`src/core/tmr_cfg.svh`:
```
// Register offsets, field positions, reset values and prescaler taps
// Assumes inclusion by the timer modules and package users
`ifndef TMR_CFG_SVH
`define TMR_CFG_SVH

// ==========================================================
// Register map, byte addresses on APB
`define TMR_OFF_CTRL 8'h00
`define TMR_OFF_CNT  8'h04
`define TMR_OFF_CMP  8'h08
`define TMR_OFF_MASK 8'h0C
`define TMR_OFF_FLAG 8'h10
`define TMR_OFF_STAT 8'h14

// ==========================================================
// Fields and reset values
`define TMR_CTRL_RST 8'h00
`define TMR_CNT_RST  8'h00
`define TMR_CMP_RST  8'h00
`define TMR_FOC_BIT  7
`define TMR_FLG_OVF  0
`define TMR_FLG_CMP  1
`define TMR_BOTTOM   8'h00
`define TMR_MAX      8'hFF

// ==========================================================
// Prescaler width and divide taps in bits
`define TMR_PRE_W    10
`define TMR_TAP_8    3
`define TMR_TAP_64   6
`define TMR_TAP_256  8
`define TMR_TAP_1024 10

`endif

```
`src/core/tmr_pkg.sv`:
```
// Types shared by the timer modules
// Assumes the cfg header for numeric constants
package tmr_pkg;
   typedef enum logic [1:0] {
      TMR_NORMAL, TMR_PC_PWM, TMR_CTC, TMR_FAST_PWM
   } tmr_mode_t;

   typedef enum logic [2:0] {
      CS_STOP, CS_DIV1, CS_DIV8, CS_DIV64,
      CS_DIV256, CS_DIV1024, CS_EXT_FALL, CS_EXT_RISE
   } tmr_clksel_t;

   typedef struct packed {
      logic        foc;
      logic [1:0]  com;
      tmr_mode_t   mode;
      tmr_clksel_t cs;
   } tmr_ctrl_t;

   typedef struct packed {
      logic cmp;
      logic ovf;
   } tmr_irq_t;
endpackage : tmr_pkg

```
`src/core/tmr_clksel.sv`:
```
// Timer clock selection: prescaler taps or external count input edge
// Assumes ext_count_input is asynchronous to pclk
`timescale 1ns/1ns
`default_nettype none
`include "tmr_cfg.svh"

module tmr_clksel
   import tmr_pkg::*;
   #(parameter int PRE_W = `TMR_PRE_W)
   (
   input  wire  logic        pclk,
   input  wire  logic        presetn,
   input  wire  tmr_clksel_t cs,
   input  wire  logic        ext_count_input,
   output logic              tick
   );

   logic [PRE_W-1:0] pre_r;
   logic             sync1_r;
   logic             sync2_r;
   logic             last_r;

   // ==========================================================
   // Free running prescaler
   always_ff @(posedge pclk or negedge presetn) begin
      if (!presetn) begin
         pre_r <= '0;
      end else begin
         pre_r <= pre_r + 1'b1;
      end
   end

   // ==========================================================
   // Two stage synchroniser, then edge history
   always_ff @(posedge pclk or negedge presetn) begin
      if (!presetn) begin
         sync1_r <= 1'b0;
         sync2_r <= 1'b0;
         last_r  <= 1'b0;
      end else begin
         sync1_r <= ext_count_input;
         sync2_r <= sync1_r;
         last_r  <= sync2_r;
      end
   end

   always_comb begin
      unique case (cs)
         CS_STOP:     tick = 1'b0;
         CS_DIV1:     tick = 1'b1;
         CS_DIV8:     tick = &pre_r[`TMR_TAP_8-1:0];
         CS_DIV64:    tick = &pre_r[`TMR_TAP_64-1:0];
         CS_DIV256:   tick = &pre_r[`TMR_TAP_256-1:0];
         CS_DIV1024:  tick = &pre_r[`TMR_TAP_1024-1:0];
         CS_EXT_FALL: tick = last_r & ~sync2_r;
         CS_EXT_RISE: tick = sync2_r & ~last_r;
      endcase
   end
endmodule : tmr_clksel
`default_nettype wire

```
`src/core/tmr_wavegen.sv`:
```
// Waveform generator driving the compare output register
// Assumes hit and wrap are one-cycle timer events from the counter
`timescale 1ns/1ns
`default_nettype none

module tmr_wavegen
   import tmr_pkg::*;
   (
   input  wire  logic       pclk,
   input  wire  logic       presetn,
   input  wire  tmr_mode_t  mode,
   input  wire  logic [1:0] com,
   input  wire  logic       hit,
   input  wire  logic       wrap,
   input  wire  logic       dir_down,
   input  wire  logic       foc,
   output logic             compare_output
   );

   logic pwm;
   logic nonpwm_val;

   assign pwm = (mode == TMR_PC_PWM) || (mode == TMR_FAST_PWM);

   always_comb begin
      unique case (com)
         2'b00:   nonpwm_val = compare_output;
         2'b01:   nonpwm_val = ~compare_output;
         2'b10:   nonpwm_val = 1'b0;
         2'b11:   nonpwm_val = 1'b1;
      endcase
   end

   // ==========================================================
   // Output register update
   always_ff @(posedge pclk or negedge presetn) begin
      if (!presetn) begin
         compare_output <= 1'b0;
      end else if (foc && !pwm) begin
         compare_output <= nonpwm_val;
      end else if (hit) begin
         if (!pwm) begin
            compare_output <= nonpwm_val;
         end else if (com[1] && mode == TMR_FAST_PWM) begin
            compare_output <= com[0];
         end else if (com[1]) begin
            compare_output <= com[0] ^ dir_down;
         end
      end else if (wrap && com[1]) begin
         compare_output <= ~com[0];
      end
   end
endmodule : tmr_wavegen
`default_nettype wire

```
`src/core/tmr_top.sv`:
```
// 8-bit timer/counter with one compare channel on an APB slave
// Assumes an APB master on pclk; request lines go to an interrupt unit
//
// Overview of operation
// - Counter and compare registers are eight bits
// - Every request visible in the flag register
// - Each request has its own mask bit
// - Clock from prescaler or external count input
// - Clock select picks source and active edge
// - No source selected: counter holds its value
// - Compare value checked against counter every cycle
// - Match drives PWM or frequency output
// - Match sets compare flag, may request interrupt
// - Bottom signalled when counter is zero
// - Max value 0xFF is detected
// - Top is 0xFF or compare value by mode
// - Clear-on-match mode reloads counter to zero
// - Glitch-free phase-correct PWM mode provided
// - Two sources: overflow and compare match
// - Select zero stops timer; counter stays accessible
// - Counter write beats count and clear
// - Flag set at the matching tick, seen next pclk; ack or one clears
// - Counter write blocks match at next tick
//
// Added by the designer: the register offsets and the APB register port.
`timescale 1ns/1ns
`default_nettype none
`include "tmr_cfg.svh"

module tmr_top
   import tmr_pkg::*;
   #(parameter int PRE_W = `TMR_PRE_W)
   (
   input  wire  logic        pclk,
   input  wire  logic        presetn,
   input  wire  logic        psel,
   input  wire  logic        penable,
   input  wire  logic        pwrite,
   input  wire  logic [7:0]  paddr,
   input  wire  logic [31:0] pwdata,
   output logic [31:0]       prdata,
   output logic              pready,
   output logic              pslverr,
   input  wire  logic        ext_count_input,
   input  wire  logic        ovf_irq_ack,
   input  wire  logic        cmp_irq_ack,
   output logic              compare_output,
   output logic              compare_output_en,
   output logic              irq_ovf,
   output logic              irq_cmp
   );

   tmr_ctrl_t   ctrl_r;
   logic [7:0]  count_value_reg_r;
   logic [7:0]  cmp_buf_r;
   logic [7:0]  compare_value_reg_r;
   tmr_irq_t    timer_irq_mask_reg_r;
   tmr_irq_t    timer_irq_flag_reg_r;
   logic        dir_down_r;
   logic        block_r;
   logic [31:0] prdata_r;

   logic        wr;
   logic        setup_rd;
   logic        mapped;
   logic        wr_ctrl;
   logic        wr_cnt;
   logic        wr_cmp;
   logic        wr_mask;
   logic        wr_flag;
   logic        timer_clock;
   logic        pwm;
   logic        eq;
   logic        hit;
   logic        at_bottom;
   logic        at_max;
   logic        at_top;
   logic [7:0]  top_val;
   logic        going_down;
   logic        ovf_ev;
   logic        wrap;
   logic        foc_r;
   logic [7:0]  status;

   // ==========================================================
   // APB decode
   assign wr       = psel & penable & pwrite;
   assign setup_rd = psel & ~penable & ~pwrite;
   assign mapped   = paddr == `TMR_OFF_CTRL || paddr == `TMR_OFF_CNT
                  || paddr == `TMR_OFF_CMP || paddr == `TMR_OFF_MASK
                  || paddr == `TMR_OFF_FLAG || paddr == `TMR_OFF_STAT;
   assign wr_ctrl  = wr && paddr == `TMR_OFF_CTRL;
   assign wr_cnt   = wr && paddr == `TMR_OFF_CNT;
   assign wr_cmp   = wr && paddr == `TMR_OFF_CMP;
   assign wr_mask  = wr && paddr == `TMR_OFF_MASK;
   assign wr_flag  = wr && paddr == `TMR_OFF_FLAG;
   assign pready   = 1'b1;
   assign pslverr  = psel & penable & ~mapped;
   assign prdata   = prdata_r;

   // ==========================================================
   // Timer clock source
   tmr_clksel #(.PRE_W(PRE_W)) u_clksel (
      .pclk            (pclk),
      .presetn         (presetn),
      .cs              (ctrl_r.cs),
      .ext_count_input (ext_count_input),
      .tick            (timer_clock)
   );

   // ==========================================================
   // Conditions of the count sequence
   assign pwm       = ctrl_r.mode == TMR_PC_PWM
                   || ctrl_r.mode == TMR_FAST_PWM;
   assign eq        = count_value_reg_r == compare_value_reg_r;
   assign hit       = timer_clock & eq & ~block_r;
   assign at_bottom = count_value_reg_r == `TMR_BOTTOM;
   assign at_max    = count_value_reg_r == `TMR_MAX;
   assign top_val   = (ctrl_r.mode == TMR_CTC) ? compare_value_reg_r
                                               : `TMR_MAX;
   assign at_top    = count_value_reg_r == top_val;
   assign going_down = at_max | (dir_down_r & ~at_bottom);
   assign ovf_ev    = timer_clock & ~wr_cnt
                    & ((ctrl_r.mode == TMR_PC_PWM) ? (at_bottom & dir_down_r)
                                                   : at_max);
   assign wrap      = timer_clock & ~wr_cnt
                    & ctrl_r.mode == TMR_FAST_PWM & at_max;
   assign status    = {3'h0, compare_output, dir_down_r,
                       at_top, at_max, at_bottom};

   // ==========================================================
   // Control register; force bit is a strobe, never stored
   always_ff @(posedge pclk or negedge presetn) begin
      if (!presetn) begin
         ctrl_r <= tmr_ctrl_t'(`TMR_CTRL_RST);
      end else if (wr_ctrl) begin
         ctrl_r     <= tmr_ctrl_t'(pwdata[7:0]);
         ctrl_r.foc <= 1'b0;
      end
   end

   // Force strobe acts once the new action and mode bits are in place
   always_ff @(posedge pclk or negedge presetn) begin
      if (!presetn) begin
         foc_r <= 1'b0;
      end else begin
         foc_r <= wr_ctrl & pwdata[`TMR_FOC_BIT];
      end
   end

   // ==========================================================
   // Counter
   always_ff @(posedge pclk or negedge presetn) begin
      if (!presetn) begin
         count_value_reg_r <= `TMR_CNT_RST;
      end else if (wr_cnt) begin
         count_value_reg_r <= pwdata[7:0];
      end else if (timer_clock) begin
         unique case (ctrl_r.mode)
            TMR_NORMAL, TMR_FAST_PWM: begin
               count_value_reg_r <= count_value_reg_r + 8'h01;
            end
            TMR_CTC: begin
               if (at_top) begin
                  count_value_reg_r <= `TMR_BOTTOM;
               end else begin
                  count_value_reg_r <= count_value_reg_r + 8'h01;
               end
            end
            TMR_PC_PWM: begin
               if (going_down) begin
                  count_value_reg_r <= count_value_reg_r - 8'h01;
               end else begin
                  count_value_reg_r <= count_value_reg_r + 8'h01;
               end
            end
         endcase
      end
   end

   // Direction only turns in phase-correct mode
   always_ff @(posedge pclk or negedge presetn) begin
      if (!presetn) begin
         dir_down_r <= 1'b0;
      end else if (ctrl_r.mode != TMR_PC_PWM) begin
         dir_down_r <= 1'b0;
      end else if (timer_clock && !wr_cnt) begin
         dir_down_r <= going_down;
      end
   end

   // Match blocking after a counter write
   always_ff @(posedge pclk or negedge presetn) begin
      if (!presetn) begin
         block_r <= 1'b0;
      end else if (wr_cnt) begin
         block_r <= 1'b1;
      end else if (timer_clock) begin
         block_r <= 1'b0;
      end
   end

   // ==========================================================
   // Compare value, buffered at MAX in PWM modes
   always_ff @(posedge pclk or negedge presetn) begin
      if (!presetn) begin
         cmp_buf_r           <= `TMR_CMP_RST;
         compare_value_reg_r <= `TMR_CMP_RST;
      end else begin
         if (wr_cmp) begin
            cmp_buf_r <= pwdata[7:0];
         end
         if (wr_cmp && !pwm) begin
            compare_value_reg_r <= pwdata[7:0];
         end else if (pwm && timer_clock && at_max) begin
            compare_value_reg_r <= cmp_buf_r;
         end
      end
   end

   // ==========================================================
   // Mask and flags; a set beats a clear in the same cycle
   always_ff @(posedge pclk or negedge presetn) begin
      if (!presetn) begin
         timer_irq_mask_reg_r <= '0;
      end else if (wr_mask) begin
         timer_irq_mask_reg_r <= tmr_irq_t'(pwdata[1:0]);
      end
   end

   always_ff @(posedge pclk or negedge presetn) begin
      if (!presetn) begin
         timer_irq_flag_reg_r <= '0;
      end else begin
         timer_irq_flag_reg_r.cmp <= hit
            | (timer_irq_flag_reg_r.cmp & ~cmp_irq_ack
               & ~(wr_flag & pwdata[`TMR_FLG_CMP]));
         timer_irq_flag_reg_r.ovf <= ovf_ev
            | (timer_irq_flag_reg_r.ovf & ~ovf_irq_ack
               & ~(wr_flag & pwdata[`TMR_FLG_OVF]));
      end
   end

   assign irq_cmp = timer_irq_flag_reg_r.cmp & timer_irq_mask_reg_r.cmp;
   assign irq_ovf = timer_irq_flag_reg_r.ovf & timer_irq_mask_reg_r.ovf;

   // ==========================================================
   // Read data, captured in the setup cycle
   always_ff @(posedge pclk or negedge presetn) begin
      if (!presetn) begin
         prdata_r <= 32'h0000_0000;
      end else if (setup_rd) begin
         unique case (paddr)
            `TMR_OFF_CTRL: prdata_r <= {24'h000000, ctrl_r};
            `TMR_OFF_CNT:  prdata_r <= {24'h000000, count_value_reg_r};
            `TMR_OFF_CMP:  prdata_r <= {24'h000000, cmp_buf_r};
            `TMR_OFF_MASK: prdata_r <= {30'h0, timer_irq_mask_reg_r};
            `TMR_OFF_FLAG: prdata_r <= {30'h0, timer_irq_flag_reg_r};
            `TMR_OFF_STAT: prdata_r <= {24'h000000, status};
            default:       prdata_r <= 32'h0000_0000;
         endcase
      end
   end

   // ==========================================================
   // Waveform generator
   tmr_wavegen u_wavegen (
      .pclk           (pclk),
      .presetn        (presetn),
      .mode           (ctrl_r.mode),
      .com            (ctrl_r.com),
      .hit            (hit),
      .wrap           (wrap),
      .dir_down       (dir_down_r),
      .foc            (foc_r),
      .compare_output (compare_output)
   );

   assign compare_output_en = ctrl_r.com != 2'b00;
endmodule : tmr_top
`default_nettype wire

```
`config.mk`:
```
export PLATFORM = sky130hd
export DESIGN_NAME = tmr_top
export DESIGN_NICKNAME = d
export VERILOG_FILES = /design/src/core/tmr_pkg.sv /design/src/core/tmr_clksel.sv /design/src/core/tmr_wavegen.sv /design/src/core/tmr_top.sv
export VERILOG_INCLUDE_DIRS = /design/src /design/src/core
export SDC_FILE = /design/constraint.sdc
export NUM_CORES = 1
export LEC_CHECK = 0
export BUFFER_PORTS_ARGS = -buffer_cell sky130_fd_sc_hd__buf_2
export CAP_MARGIN = 30
export CORE_MARGIN = 2
export CORE_UTILIZATION = 32
export DETAILED_ROUTE_END_ITERATION = 6
export HOLD_SLACK_MARGIN = 0.15
export SYNTH_ARGS = -nofsm -noshare
export SYNTH_HDL_FRONTEND = slang
export SYNTH_SLANG_ARGS = --single-unit
export TNS_END_PERCENT = 1
```
`constraint.sdc`:
```
create_clock -name pclk -period 2.4 [get_ports pclk]
set_clock_uncertainty 0.1 [all_clocks]
set_input_delay 0.12 -clock pclk [delete_from_list [all_inputs] [get_ports pclk]]
set_output_delay 0.12 -clock pclk [all_outputs]
set_load 0.1 [all_outputs]
```
==> key figures <==
Outcome
  • Status: completed

Setup path
  • R2R Path Start: count_value_reg_r[5]
  • Crit path arrival time: 2.36 ns
  • FF-to-FF path depth: 7
  • First element of the critical path: count_value_reg_r[5]
  • CP Max Fanout: 6
  • Critical Path Source Type: register
  • CP endpoint kind: register
  • Crit path kind: reg2reg
  • CP Data Required Time: 2.51 ns

GRT
  • Initial antenna violation count: 0
  • Tot GR Track Use: 17.0%
  • Routing usage on met2: 26.1%
  • Most Crowded Layer GR: met2
  • Met1 Usage GRT: 23.4%
  • GR Util met3: 2.95%
  • Vias in the first global route: 3260
  • GRT Residual Overflow: 0
  • First-pass GRT wire length: 17.0 mm
  • Largest net degree at the start of global routing: 61

Flow run
  • Max Cap Viol: 0

Synthesis
  • Seq/Total Area, Yosys: 39.6%
  • Top cell type's share of synthesized area: 39.6%
  • Synth area leaders: dfrtp_1 40%, buf_4 5.0%, mux2_2 4.5%, nor2_1 3.8%, nand2_1 3.0%
  • Syn Area/Cell: 9.17 um2
  • Syn Std Cell Area: 0.00379 mm2
  • Syn. warnings: 0
  • Most frequent cell after synthesis: dfrtp_1
  • Flop and latch count out of synthesis: 60
  • Post-Syn Instances: 413
  • Synth unique cells: 60
  • EDFF count, synth: 0
  • Synth Flop Type: dfrtp_1
  • Share of flip-flops with an asynchronous set or reset: 100%
  • Top cells by instance count after synthesis: 60 x dfrtp_1, 38 x nor2_1, 30 x nand2_1, 25 x buf_4
  • Post-synth top area cell: dfrtp_1

Clock network
  • Clk Latency, worst-skew pair: 0.33 ns
  • H-tree depth: 3
  • CTS Sinks: 60
  • Root buf cell: clkbuf_16
  • Clk buf depth: 2
  • CTS Buf Count: 9
  • CTS clk-pin slew, worst paths: 0.06 ns
  • CTS tree: done
  • Setup Buffers After CTS: 0

Route
  • First DRT Iteration DRCs: 322
  • Vias: 3409
  • First-pass DRT Iterations: 5
  • WL/cell: 16.9 um
  • Detailed Route WL: 10.7 mm
  • Drt drc: 0
  • Vias per cell: 5.39
  • Post-route ant nets: 0

Power
  • PnR Total Power: 3.92 mW
  • Pwr/cell area: 831 mW/mm2
  • Leak: 2.17 nW
  • Maximum vdd drop: 0.462 mV

Final layout
  • Area of the multi-input gates: 0.00206 mm2
  • Nets: 539
  • Reg area: 0.00150 mm2
  • Fillers: 1093
  • Antenna diode count: 0
  • P&R area growth vs syn: 24.7%
  • Share of cells above drive strength 1: 24.9%

Floorplanning
  • Cell Rows: 39
  • Die area: 0.0127 mm2
  • Die width: 113 um
  • Starting Density: 33.0%
  • Die height: 113 um
  • Core Box Area: 0.0115 mm2
  • Ports: 86

Timing
  • Unrepaired setup endpoints after global routing: no
  • Final Max Tran Viols: 0
  • Period minus WS final: 2.25 ns
  • Setup TNS Final: 0 ns
  • Worst-Margin Slew: 0.782 ns
  • FMAX: 0.444 GHz
  • Worst slew margin: 47.9%
  • Final Cycle Share: 93.8%
  • Final hold vios: 0
  • Setup Viol. Count Final: 0

Placed design
  • Port Buffer Count: 36
  • Post-DP HPWL: 7.66 mm
  • Final RePlAce weighted congestion: 0.913

Hold path
  • Hold_sp: paddr[6]
  • Hold Crit Depth: 4
  • Worst Hold Class: in2reg
-- stage by stage --
step	setup WS, ns	utilization [%]	instances	hold WS (ns)	instance area [um2]
finish	0.148	41.2	632	0.236	4720
global route	0.00868	41.2	632	0.236	4720
CTS	0.0468	40.9	632	0.215	4690
detailed placement	0.0858	36.7	602	0.141	4210
global placement	0.102	36.7	602	0.140	4210
floorplan	0.0499	-	436	-0.276	3880
-- layer usage --
layer  wire [um]  part of all wire (%)
met2        4840                    45
met3         862                   8.1
met4         236                   2.2
met1        4740                    44
met5           0                     0
-- worst paths after layout --
| kind | end | slack (ns) |
|---|---|---|
| worst max-delay path | u_wavegen.compare_output | 0.15 |
| worst max register to register | u_wavegen.compare_output | 0.15 |
| min in group asynchronous | u_clksel.pre_r[0] | 0.39 |
| worst min register to register | u_clksel.sync2_r | 0.25 |
| worst min-delay path | foc_r | 0.24 |
| max in group asynchronous | count_value_reg_r[3] | 1.24 |
-- where the power goes --
group,internal [mW],switching [mW]
clock network,0.967,0.473
registers,1.10,0.156
logic,0.472,0.753
-- cells in the final DEF, fill, tap and decap left out, types with 5 or more instances in the layout --
cell type	count
nand2b_1	9
nand3_1	14
o31ai_1	6
mux2i_1	10
conb_1	25
nand4_1	6
inv_1	18
a31oi_1	8
buf_2	36
ha_1	7
o22ai_1	7
dlygate4sd3_1	14
a21oi_1	11
o21ai_0	18
nor3_1	10
mux2_2	15
o211ai_1	5
buf_4	34
dfrtp_1	59
nor2_1	38
nand2_1	30
clkbuf_16	9
xor2_1	5
xnor2_1	10
-- sequential cells by signal (all words and copies together), names as in the netlist --
register                  count
block_r                       1
count_value_reg_r             8
u_clksel.pre_r               10
u_clksel.last_r               1
cmp_buf_r                     8
prdata                        8
foc_r                         1
u_wavegen.compare_output      1
timer_irq_mask_reg_r          2
compare_value_reg_r           8
ctrl_r                        7
u_clksel.sync1_r              1
u_clksel.sync2_r              1
dir_down_r                    1
timer_irq_flag_reg_r          2
-- worst max-delay path, stage by stage (launching register included) --
cell and delay, ns:
dfrtp_1 0.44, inv_1 0.12, a221o_1 0.39, a2111oi_4 0.33, buf_4 0.20, and4_1 0.19
a221oi_1 0.07, mux2_1 0.29
-- cell families after synthesis --
group / synth area share (%)
buffers and inverters: 9.11
adder cells (fa/ha/maj): 2.31
AND/OR/NAND/NOR: 20.4
other: 0.198
AO/OA/AOI/OAI: 16.9
multiplexers: 7.99
flip-flops: 39.6
XOR/XNOR: 3.47
-- what timing repair did --
action,4_1_cts,5_1_grt
endpoints found under the hold margin,96,0
resized for setup,0,8
endpoints found under the setup margin,0,15
hold buffers,14,0
-- cell type report --
class	instances	share of cell area, %
sequential	60	31.8
tap	143	3.79
multi-input combinational	311	43.7
clock inverter	5	1.77
timing repair buffer	84	12.2
inverter	18	1.43
clock buffer	11	5.35
Power figures use the tool's default switching activity.
